### src/verilog/ulp_pkg.sv
// constants and types for the uart low-power controller
`default_nettype none
package ulp_pkg;
  // register port geometry
  localparam int ADDR_W = 4;
  localparam int DATA_W = 8;

  // register offsets
  localparam logic [3:0] A_TXH = 4'h0;
  localparam logic [3:0] A_INTEN = 4'h1;
  localparam logic [3:0] A_INTSRC = 4'h2;
  localparam logic [3:0] A_DIVL = 4'h3;
  localparam logic [3:0] A_DIVH = 4'h4;
  localparam logic [3:0] A_MDMST = 4'h6;
  localparam logic [3:0] A_EVT = 4'h8;
  localparam logic [3:0] A_MASK = 4'h9;
  localparam logic [3:0] A_PWR = 4'ha;

  // field positions
  localparam int INTEN_SLEEP_BIT = 4;
  localparam int MDM_DELTA_W = 4;
  localparam logic [3:0] WAKE_CODE = 4'h1;

  // event status bits
  localparam int EV_SLEEP = 0;
  localparam int EV_WAKE = 1;
  localparam int EV_PUMP_OFF = 2;
  localparam int EV_PUMP_ON = 3;
  localparam int EV_ISOLATE = 4;
  localparam int EV_W = 5;

  // power status bits
  localparam int PW_SLEEP = 0;
  localparam int PW_ISO = 1;
  localparam int PW_PUMP_ON = 2;
  localparam int PW_PUMP_RDY = 3;
  localparam int PW_WAKE_FLAG = 4;

  // reset values
  localparam logic [7:0] INTEN_RST = 8'h00;
  localparam logic [7:0] DIV_RST = 8'h00;
  localparam logic [EV_W-1:0] MASK_RST = 5'h00;

  // timing
  localparam logic [63:0] CLK_HZ = 64'd125_000_000;
  localparam logic [63:0] NS_PER_S = 64'd1_000_000_000;
  localparam logic [63:0] PUMP_IDLE_S = 64'd30;
  localparam logic [63:0] IDLE_CYC = PUMP_IDLE_S * CLK_HZ;
  localparam logic [63:0] PUMP_START_NS = 64'd45_000;
  localparam logic [63:0] PUMP_CYC = (PUMP_START_NS * CLK_HZ + NS_PER_S - 64'd1) / NS_PER_S;
  localparam logic [63:0] OSC_SETTLE_NS = 64'd1_000;
  localparam logic [63:0] OSC_CYC = (OSC_SETTLE_NS * CLK_HZ + NS_PER_S - 64'd1) / NS_PER_S;

  typedef struct packed {
    logic [ADDR_W-1:0] addr;
    logic [DATA_W-1:0] wdata;
    logic wr;
    logic rd;
  } ulp_req_s;

  typedef enum logic [1:0] {SL_ACTIVE, SL_SLEEP, SL_WAKING} ulp_sleep_e;
  typedef enum logic [1:0] {PU_ON, PU_OFF, PU_START} ulp_pump_e;
endpackage
`default_nettype wire

### src/verilog/ulp_top.sv
// uart sleep, charge-pump shutdown and bus-isolation controller
//
// Summary of operation
// RQ1 - sleep only when idle, enabled, divisor nonzero
// RQ2 - oscillator stopped while asleep
// RQ3 - wake on start bit, transmit load, modem
// RQ4 - wake raises code 0x1, source read clears
// RQ5 - resleep automatically, never with interrupt pending
// RQ6 - modem status read clears change indications
// RQ7 - sleep persists until enable bit cleared
// RQ8 - awake pump off after 30 s idle
// RQ9 - pump off: drivers tristate, registers reachable
// RQ10 - pump restarts on rx, transmit, modem rise
// RQ11 - host waits 45 us before transmitting
// RQ12 - asleep with auto shutdown: pump off immediately
// RQ13 - isolate pin while asleep isolates bus
// RQ14 - power-save wakes only on rx or modem
// RQ15 - power-save reenters; exits on enable or pin
// RQ16 - wake interrupt only after oscillator ready
// RQ17 - core held idle until oscillator stable
`default_nettype none
module ulp_top #(
  parameter int RX_CH = 2,
  parameter int MODEM_W = 4,
  parameter logic [31:0] IDLE_CYCLES = 32'(ulp_pkg::IDLE_CYC),
  parameter logic [15:0] PUMP_CYCLES = 16'(ulp_pkg::PUMP_CYC),
  parameter logic [15:0] OSC_CYCLES = 16'(ulp_pkg::OSC_CYC)
) (
  // clock, reset, enable
  input wire logic clk_in,
  input wire logic rst_in,
  input wire logic ce_in,
  // register port
  input wire ulp_pkg::ulp_req_s bus_in,
  output logic [ulp_pkg::DATA_W-1:0] rdata_out,
  output logic irq_out,
  // serial and modem pins
  input wire logic [RX_CH-1:0] rx_in,
  input wire logic [MODEM_W-1:0] modem_in,
  input wire logic auto_pump_shutdown_pin_in,
  input wire logic bus_isolate_pin_in,
  // oscillator
  input wire logic osc_ready_in,
  output logic crystal_out_pin_en_out,
  output logic core_hold_out,
  // uart core status, same clock
  input wire logic tx_active_in,
  input wire logic uart_int_pending_in,
  input wire logic [3:0] uart_int_code_in,
  // transceiver and power status
  output logic pump_on_out,
  output logic pump_ready_out,
  output logic rs485_drv_en_out,
  output logic bus_isolated_out,
  output logic sleeping_out
);
  localparam int NS = RX_CH + MODEM_W + 3;
  localparam int P_MOD = RX_CH;
  localparam int P_APS = RX_CH + MODEM_W;
  localparam int P_ISO = P_APS + 1;
  localparam int P_OSC = P_APS + 2;
  // stages start at each pin's idle level, so release of reset shows no edge
  localparam logic [NS-1:0] SYNC_RST = {1'b1, 1'b0, 1'b0, {MODEM_W{1'b0}}, {RX_CH{1'b1}}};

  // synchronisers; third stage only feeds edge detection
  logic [NS-1:0] s1_reg, s2_reg, s3_reg;
  logic [NS-1:0] s1_next, s2_next, s3_next;

  always_comb begin
    s1_next = {osc_ready_in, bus_isolate_pin_in, auto_pump_shutdown_pin_in, modem_in, rx_in};
    s2_next = s1_reg;
    s3_next = s2_reg;
  end

  always_ff @(posedge clk_in or posedge rst_in) begin
    if (rst_in) begin
      s1_reg <= SYNC_RST;
      s2_reg <= SYNC_RST;
      s3_reg <= SYNC_RST;
    end else if (ce_in) begin
      s1_reg <= s1_next;
      s2_reg <= s2_next;
      s3_reg <= s3_next;
    end
  end

  logic [RX_CH-1:0] rx_now, rx_old;
  logic [MODEM_W-1:0] mod_now, mod_old;
  logic rx_fall, rx_rise, modem_chg, modem_rise, rx_idle;
  logic aps, iso_pin, osc_rdy;

  always_comb begin
    rx_now = s2_reg[RX_CH-1:0];
    rx_old = s3_reg[RX_CH-1:0];
    mod_now = s2_reg[P_MOD +: MODEM_W];
    mod_old = s3_reg[P_MOD +: MODEM_W];
    rx_fall = |(rx_old & ~rx_now);
    rx_rise = |(~rx_old & rx_now);
    modem_chg = |(mod_old ^ mod_now);
    modem_rise = |(~mod_old & mod_now);
    rx_idle = &rx_now;
    aps = s2_reg[P_APS];
    iso_pin = s2_reg[P_ISO];
    osc_rdy = s2_reg[P_OSC];
  end

  // register file state
  logic [7:0] inten_reg, inten_next, divl_reg, divl_next, divh_reg, divh_next;
  logic [ulp_pkg::MDM_DELTA_W-1:0] delta_reg, delta_next;
  logic wake_flag_reg, wake_flag_next;
  logic [ulp_pkg::EV_W-1:0] evt_reg, evt_next, mask_reg, mask_next, ev_set;
  logic [7:0] rdata_reg, rdata_next;
  logic irq_reg, irq_next;

  // sleep state
  ulp_pkg::ulp_sleep_e sl_reg, sl_next;
  logic [15:0] osc_cnt_reg, osc_cnt_next;
  logic armed_reg, armed_next;
  logic iso_reg, iso_next, hold_reg, hold_next, osc_run_reg, osc_run_next;
  logic slp_reg, slp_next;

  // pump state
  ulp_pkg::ulp_pump_e pu_reg, pu_next;
  logic [31:0] idle_cnt_reg, idle_cnt_next;
  logic [15:0] pu_cnt_reg, pu_cnt_next;
  logic drv_en_reg, drv_en_next;
  logic pon_reg, pon_next;

  logic wr_ok, rd_ok, txh_wr, pending, sleep_ok, wake_evt, wake_done;
  logic [3:0] src_code;
  logic [7:0] pwr_stat;

  always_comb begin
    // bus inputs are ignored while isolated, so bus noise cannot wake us
    wr_ok = bus_in.wr & ~iso_reg; // see RQ13 see RQ14
    rd_ok = bus_in.rd & ~iso_reg;
    txh_wr = wr_ok && (bus_in.addr == ulp_pkg::A_TXH);
    pending = uart_int_pending_in | wake_flag_reg;
    sleep_ok = inten_reg[ulp_pkg::INTEN_SLEEP_BIT] & ~pending
               & ({divh_reg, divl_reg} != 16'h0000)
               & (delta_reg == '0) & rx_idle; // see RQ1 see RQ5
    wake_evt = rx_fall | txh_wr | modem_chg
               | ~inten_reg[ulp_pkg::INTEN_SLEEP_BIT]; // see RQ3 see RQ7
    wake_done = (sl_reg == ulp_pkg::SL_WAKING) && osc_rdy && (osc_cnt_reg >= OSC_CYCLES - 16'h1);
    // wake code shares 0x1 with no-pending, so it shows only when nothing else is
    src_code = uart_int_pending_in ? uart_int_code_in : ulp_pkg::WAKE_CODE; // see RQ4 see RQ16
    pwr_stat = '0;
    pwr_stat[ulp_pkg::PW_SLEEP] = (sl_reg == ulp_pkg::SL_SLEEP);
    pwr_stat[ulp_pkg::PW_ISO] = iso_reg;
    pwr_stat[ulp_pkg::PW_PUMP_ON] = (pu_reg != ulp_pkg::PU_OFF);
    pwr_stat[ulp_pkg::PW_PUMP_RDY] = (pu_reg == ulp_pkg::PU_ON);
    pwr_stat[ulp_pkg::PW_WAKE_FLAG] = wake_flag_reg;
  end

  // sleep state machine
  always_comb begin
    sl_next = sl_reg;
    osc_cnt_next = osc_cnt_reg;
    armed_next = armed_reg;
    case (sl_reg)
      ulp_pkg::SL_ACTIVE: begin
        if (sleep_ok) begin
          sl_next = ulp_pkg::SL_SLEEP;
          armed_next = 1'b1;
        end
      end
      ulp_pkg::SL_SLEEP: begin
        if (wake_evt) begin
          sl_next = ulp_pkg::SL_WAKING;
          osc_cnt_next = '0;
          armed_next = inten_reg[ulp_pkg::INTEN_SLEEP_BIT];
        end
      end
      ulp_pkg::SL_WAKING: begin
        if (osc_cnt_reg < OSC_CYCLES) begin
          osc_cnt_next = osc_cnt_reg + 16'h1;
        end
        if (wake_done) begin
          sl_next = ulp_pkg::SL_ACTIVE; // see RQ17
        end
      end
      default: begin
        sl_next = ulp_pkg::SL_ACTIVE;
      end
    endcase
    osc_run_next = (sl_next != ulp_pkg::SL_SLEEP); // see RQ2
    hold_next = (sl_next != ulp_pkg::SL_ACTIVE); // see RQ17
    iso_next = (sl_next == ulp_pkg::SL_SLEEP) & iso_pin
               & inten_reg[ulp_pkg::INTEN_SLEEP_BIT]; // see RQ13 see RQ15
    slp_next = (sl_next == ulp_pkg::SL_SLEEP);
  end

  always_ff @(posedge clk_in or posedge rst_in) begin
    if (rst_in) begin
      sl_reg <= ulp_pkg::SL_ACTIVE;
      osc_cnt_reg <= '0;
      armed_reg <= 1'b0;
      osc_run_reg <= 1'b1;
      hold_reg <= 1'b0;
      iso_reg <= 1'b0;
      slp_reg <= 1'b0;
    end else if (ce_in) begin
      sl_reg <= sl_next;
      osc_cnt_reg <= osc_cnt_next;
      armed_reg <= armed_next;
      osc_run_reg <= osc_run_next;
      hold_reg <= hold_next;
      iso_reg <= iso_next;
      slp_reg <= slp_next;
    end
  end

  // charge pump state machine
  always_comb begin
    pu_next = pu_reg;
    pu_cnt_next = pu_cnt_reg;
    idle_cnt_next = '0;
    case (pu_reg)
      ulp_pkg::PU_ON: begin
        if (aps && sl_reg == ulp_pkg::SL_SLEEP) begin
          pu_next = ulp_pkg::PU_OFF; // see RQ12
        end else if (aps && sl_reg == ulp_pkg::SL_ACTIVE && !tx_active_in && !modem_chg) begin
          idle_cnt_next = idle_cnt_reg + 32'h1;
          if (idle_cnt_reg >= IDLE_CYCLES - 32'h1) begin
            pu_next = ulp_pkg::PU_OFF; // see RQ8
          end
        end
      end
      ulp_pkg::PU_OFF: begin
        if (rx_rise || txh_wr || modem_rise || !aps) begin
          pu_next = ulp_pkg::PU_START; // see RQ10
          pu_cnt_next = '0;
        end
      end
      ulp_pkg::PU_START: begin
        // drivers stay off through start-up; the host should also wait
        pu_cnt_next = pu_cnt_reg + 16'h1;
        if (pu_cnt_reg >= PUMP_CYCLES - 16'h1) begin
          pu_next = ulp_pkg::PU_ON; // see RQ11
        end
      end
      default: begin
        pu_next = ulp_pkg::PU_ON;
      end
    endcase
    drv_en_next = (pu_next == ulp_pkg::PU_ON); // see RQ9
    pon_next = (pu_next != ulp_pkg::PU_OFF);
  end

  always_ff @(posedge clk_in or posedge rst_in) begin
    if (rst_in) begin
      pu_reg <= ulp_pkg::PU_ON;
      pu_cnt_reg <= '0;
      idle_cnt_reg <= '0;
      drv_en_reg <= 1'b1;
      pon_reg <= 1'b1;
    end else if (ce_in) begin
      pu_reg <= pu_next;
      pu_cnt_reg <= pu_cnt_next;
      idle_cnt_reg <= idle_cnt_next;
      drv_en_reg <= drv_en_next;
      pon_reg <= pon_next;
    end
  end

  // registers, flags and read data
  always_comb begin
    inten_next = inten_reg;
    divl_next = divl_reg;
    divh_next = divh_reg;
    mask_next = mask_reg;
    delta_next = delta_reg;
    wake_flag_next = wake_flag_reg;
    evt_next = evt_reg;
    rdata_next = '0;
    ev_set = '0;
    ev_set[ulp_pkg::EV_SLEEP] = (sl_reg == ulp_pkg::SL_ACTIVE) && (sl_next == ulp_pkg::SL_SLEEP);
    ev_set[ulp_pkg::EV_WAKE] = wake_done;
    ev_set[ulp_pkg::EV_PUMP_OFF] = (pu_reg != ulp_pkg::PU_OFF) && (pu_next == ulp_pkg::PU_OFF);
    ev_set[ulp_pkg::EV_PUMP_ON] = (pu_reg == ulp_pkg::PU_START) && (pu_next == ulp_pkg::PU_ON);
    ev_set[ulp_pkg::EV_ISOLATE] = iso_next & ~iso_reg;
    if (wr_ok) begin
      if (bus_in.addr == ulp_pkg::A_INTEN) begin
        inten_next = bus_in.wdata; // see RQ7
      end else if (bus_in.addr == ulp_pkg::A_DIVL) begin
        divl_next = bus_in.wdata;
      end else if (bus_in.addr == ulp_pkg::A_DIVH) begin
        divh_next = bus_in.wdata;
      end else if (bus_in.addr == ulp_pkg::A_EVT) begin
        evt_next = evt_reg & ~bus_in.wdata[ulp_pkg::EV_W-1:0];
      end else if (bus_in.addr == ulp_pkg::A_MASK) begin
        mask_next = bus_in.wdata[ulp_pkg::EV_W-1:0];
      end
    end
    if (rd_ok) begin
      if (bus_in.addr == ulp_pkg::A_INTEN) begin
        rdata_next = inten_reg;
      end else if (bus_in.addr == ulp_pkg::A_INTSRC) begin
        rdata_next = {4'h0, src_code};
        wake_flag_next = 1'b0; // see RQ4 see RQ16
      end else if (bus_in.addr == ulp_pkg::A_DIVL) begin
        rdata_next = divl_reg;
      end else if (bus_in.addr == ulp_pkg::A_DIVH) begin
        rdata_next = divh_reg;
      end else if (bus_in.addr == ulp_pkg::A_MDMST) begin
        rdata_next = {mod_now, delta_reg};
        delta_next = '0; // see RQ6
      end else if (bus_in.addr == ulp_pkg::A_EVT) begin
        rdata_next = {3'h0, evt_reg};
      end else if (bus_in.addr == ulp_pkg::A_MASK) begin
        rdata_next = {3'h0, mask_reg};
      end else if (bus_in.addr == ulp_pkg::A_PWR) begin
        rdata_next = pwr_stat;
      end
    end
    // hardware sets win over same-cycle clears
    delta_next = delta_next | (mod_old ^ mod_now); // see RQ3
    if (wake_done && armed_reg) begin
      wake_flag_next = 1'b1; // see RQ16
    end
    evt_next = evt_next | ev_set;
    irq_next = |(evt_reg & mask_reg);
  end

  always_ff @(posedge clk_in or posedge rst_in) begin
    if (rst_in) begin
      inten_reg <= ulp_pkg::INTEN_RST;
      divl_reg <= ulp_pkg::DIV_RST;
      divh_reg <= ulp_pkg::DIV_RST;
      mask_reg <= ulp_pkg::MASK_RST;
      delta_reg <= '0;
      wake_flag_reg <= 1'b0;
      evt_reg <= '0;
      rdata_reg <= '0;
      irq_reg <= 1'b0;
    end else if (ce_in) begin
      inten_reg <= inten_next;
      divl_reg <= divl_next;
      divh_reg <= divh_next;
      mask_reg <= mask_next;
      delta_reg <= delta_next;
      wake_flag_reg <= wake_flag_next;
      evt_reg <= evt_next;
      rdata_reg <= rdata_next;
      irq_reg <= irq_next;
    end
  end

  assign rdata_out = rdata_reg;
  assign irq_out = irq_reg;
  assign crystal_out_pin_en_out = osc_run_reg;
  assign core_hold_out = hold_reg;
  assign pump_on_out = pon_reg;
  // ready and driver enable are the same condition, so one flop serves both
  assign pump_ready_out = drv_en_reg;
  assign rs485_drv_en_out = drv_en_reg;
  assign bus_isolated_out = iso_reg;
  assign sleeping_out = slp_reg;
endmodule
`default_nettype wire

### config.mk
export PLATFORM = sky130hd
export DESIGN_NAME = ulp_top
export DESIGN_NICKNAME = d
export VERILOG_FILES = /design/src/verilog/ulp_pkg.sv /design/src/verilog/ulp_top.sv
export SDC_FILE = /design/constraint.sdc
export NUM_CORES = 1
export LEC_CHECK = 0
export ABC_AREA = 1
export BUFFER_PORTS_ARGS = -buffer_cell sky130_fd_sc_hd__buf_2
export CAP_MARGIN = 30
export CORE_MARGIN = 2
export CORE_UTILIZATION = 30
export DETAILED_ROUTE_END_ITERATION = 8
export GPL_TIMING_DRIVEN = 0
export PLACE_DENSITY = 0.48
export SLEW_MARGIN = 10
export SYNTH_ARGS = -nofsm -noshare
export SYNTH_HDL_FRONTEND = slang
export SYNTH_SLANG_ARGS = --single-unit
### constraint.sdc
create_clock -name clk_in -period 8.35 [get_ports clk_in]
set_input_delay 0.4175 -clock clk_in [delete_from_list [all_inputs] [get_ports clk_in]]
set_output_delay 0.4175 -clock clk_in [all_outputs]
set_load 0.005 [all_outputs]
==> results.toml <==
[status]
status = "finished clean"

[critical_path]
start_kind = "flip-flop"
path_common_cell = "nand2_1"
crit_path_end = "osc_cnt_reg[1]$_DFFE_PP0P_"
slowest_delay_ns = 0.41
path_depth = 10
rrSetupSlack_ns = 6.44
crit_start = "s2_reg[5]$_DFFE_PP0P_"
cp_slowest_cell = "dfrtp_1"
critical_path.cell_chain = "ha_1, nand2_1, nor2_1, nand4_1, nand2_1, inv_2, nand2_4, buf_6, nand2_1, o21ai_2"
r2r_end = "osc_cnt_reg[1]$_DFFE_PP0P_"
required_ns = 8.71
r2r-start = "s2_reg[5]$_DFFE_PP0P_"
path_delay_family = "simple AND/OR/NAND/NOR gates"
end_kind = "flip-flop"
cp_max_fo = 10
crit_buf_inv = 2
arrival_ns = 2.27
rr_worst_depth = 10
critPathKind = "flip-flop to flip-flop"

[timing]
fin_setup_tns_ns = 0
setup_viol = 0
layout_min_cycle_time_ns = 1.91
maxSlewHeadroom_pct = 61.4
hold_viol = 0
fin_crit_sh_pct = 22.9
slew_violations = 0
rsz0062_at_grt = "no"
fmax_mhz = 523
worst_pin_slew_ns = 0.578
finalClockSkew_ns = 0.0152

[clocking]
cts_buffers = 17
root_buffer = "clkbuf_16"
cts.sinks = 147
cts_tree = "built"
cts_buffer_depth = 2
post_cts_resized = 0
clkTransAtPathRegs_ns = 0.07
htree_levels = 4
clock_latency_ns = 0.43

[layout]
fin_area_um2 = 9450
area_delta_synth_final_pct = 16.2
largest_register_ffs = 32
layout.nets = 1158
layout-drive-gt1-share_pct = 17.3
antennaDiodeCount = 0

[global_routing]
grt_max_degree = 109
grt_pass1_wl_um = 35300
antenna_found_initial = 0
gr-total-overflow = 0
grt_pass1_vias = 6658
gr-usage-all-layers_pct = 15.7

[yosys]
synthFlopType = "dfrtp_1"
synth_top_cell_by_area = "dfrtp_1"
yosysSeqAreaShare_pct = 45.4
yosysUniqueCellTypes = 52
yosysTopAreaCellShare_pct = 41.9
synth_nets = 1090
ys_ff_latch = 147
synth.area.top_cells = "dfrtp_1, nand2_1, inv_1, nor2_1, o21ai_0"
synthArstFlopShare_pct = 100
avgSynthCellArea_um2 = 7.75
synthTopCellsByCount = "nand2_1, dfrtp_1, inv_1"
syn_area_um2 = 8130
ys.warnings.count = 0
yosys.cell_count.top_type = "nand2_1"
syn-instance-count = 1048
synth_edf_count = 0

[floorplanning]
die_h_um = 169
core.rowCount = 60
die_area_um2 = 28400
core_area_um2 = 26800
start_util_pct = 30.3
fp.dieW_um = 169
pin_count = 48

[min_path]
hold_class = "input pin to flip-flop"

[placed_design]
io_buffers = 47
placed_area_um2 = 8820
gp_congestion = 0.840
place_hpwl_um = 15800

[detailed_routing]
drt_iter0_drc = 452
dr.pass1.iters = 5
drt-wirelength-per-cell_um = 14.5
vias_per_cell = 4.68
totalWireLength_um = 21400
drc_errors = 0
final_antenna_net_count = 0
vias = 6883

[pwr]
total_power_uw = 1890
vdd_drop_max_v = 0.000141
p_per_area_nw_per_um2 = 200
leakagePower_uw = 0.00446

[run]
maxCapViolCount = 0
[what timing repair did]
item | 4_1_cts | 5_1_grt
buffers inserted | 0 | 0
hold buffers | 1 | 0
setup endpoints to repair | 0 | 0
endpoints found under the hold margin | 39 | 0
[where the power goes]
group	total, uW	internal (uW)	switching, uW	leakage [uW]
Sequential	843	793	49.8	0.00191
Combinational	243	87.5	156	0.00226
Clock	802	433	369	0.000294
Total	1890	1310	575	0.00446
[per-layer routing]
metal	up-vias	wire length, um	GRT usage (%)
met3	15	586	2.97
li1	3515	-	-
met4	0	178	3.34
met1	3277	10800	21.9
met2	76	9790	25.3
met5	-	0	0
[worst min path at each step]
stage | start | to | slack, ns | depth (start not counted)
floorplan | s1_reg[2]$_DFFE_PP0P_ | s1_reg[2]$_DFFE_PP0P_ | 0.44 | 2
global placement | s1_reg[0]$_DFFE_PP1P_ | s1_reg[0]$_DFFE_PP1P_ | 0.46 | 2
detailed placement | rst_in | idle_cnt_reg[22]$_DFFE_PP0P_ | 0.43 | 2
CTS | modem_in[3] | s1_reg[5]$_DFFE_PP0P_ | 0.17 | 3
global route | rx_in[0] | s1_reg[0]$_DFFE_PP1P_ | 0.18 | 3
finish | rx_in[1] | s1_reg[1]$_DFFE_PP1P_ | 0.18 | 3
[kinds of logic after synthesis]
family	Yosys count	synth area share [%]
AND/OR/NAND/NOR	549	30.8
buffers and inverters	168	8.76
AO/OA/AOI/OAI	161	12.1
flip-flops	147	45.4
XOR/XNOR	13	1.40
adder cells (fa/ha/maj)	10	1.54
[cells in the final DEF (no fill, tap or decap), drive strengths merged, types with 2 or more instances in the layout]
cell,n
o31ai,2
nand3,71
a22o,4
o211ai,2
clkbuf,21
or2,7
o21bai,2
o22ai,4
and3,2
nand3b,3
nor2,118
buf,68
xor2,12
nand4,27
clkinv,4
a211oi,3
nand2,297
inv,152
dfstp,11
ha,10
nor4,4
dfrtp,136
o21ai,107
nor3,17
a21oi,26
nor3b,2
a31oi,4
o2111ai,3
clkinvlp,2
[area by class of cell]
cell class / count / area (um2)
Clock inverter: 15 / 188
Multi-Input combinational cell: 733 / 3720
Sequential cell: 147 / 3690
Tap cell: 341 / 427
Timing Repair Buffer: 49 / 273
Inverter: 144 / 549
Fill cell: 2811 / 17400
Buffer: 24 / 170
Clock buffer: 17 / 425
[per-stage QoR]
stage / cells / setup WS (ns) / utilization, % / hold slack (ns)
after detailed placement: 1437 / 6.42 / 32.9 / 0.433
after global placement: 1436 / 1.86 / 32.8 / 0.456
after global routing: 1470 / 6.28 / 35.2 / 0.183
after CTS: 1470 / 6.41 / 35.2 / 0.167
after floorplan: 1048 / 4.00 / - / 0.442
final: 1470 / 6.44 / 35.2 / 0.179
[worst register-to-register path, delay by kind of cell, from the launching register on]
family                   cells  cell delay (ns)
adder cells (fa/ha/maj)      1             0.31
AO/OA/AOI/OAI                1             0.05
flip-flops                   1             0.41
AND/OR/NAND/NOR              6             0.83
buffers and inverters        2             0.25
Note: power is estimated with default switching activity, not from simulation.
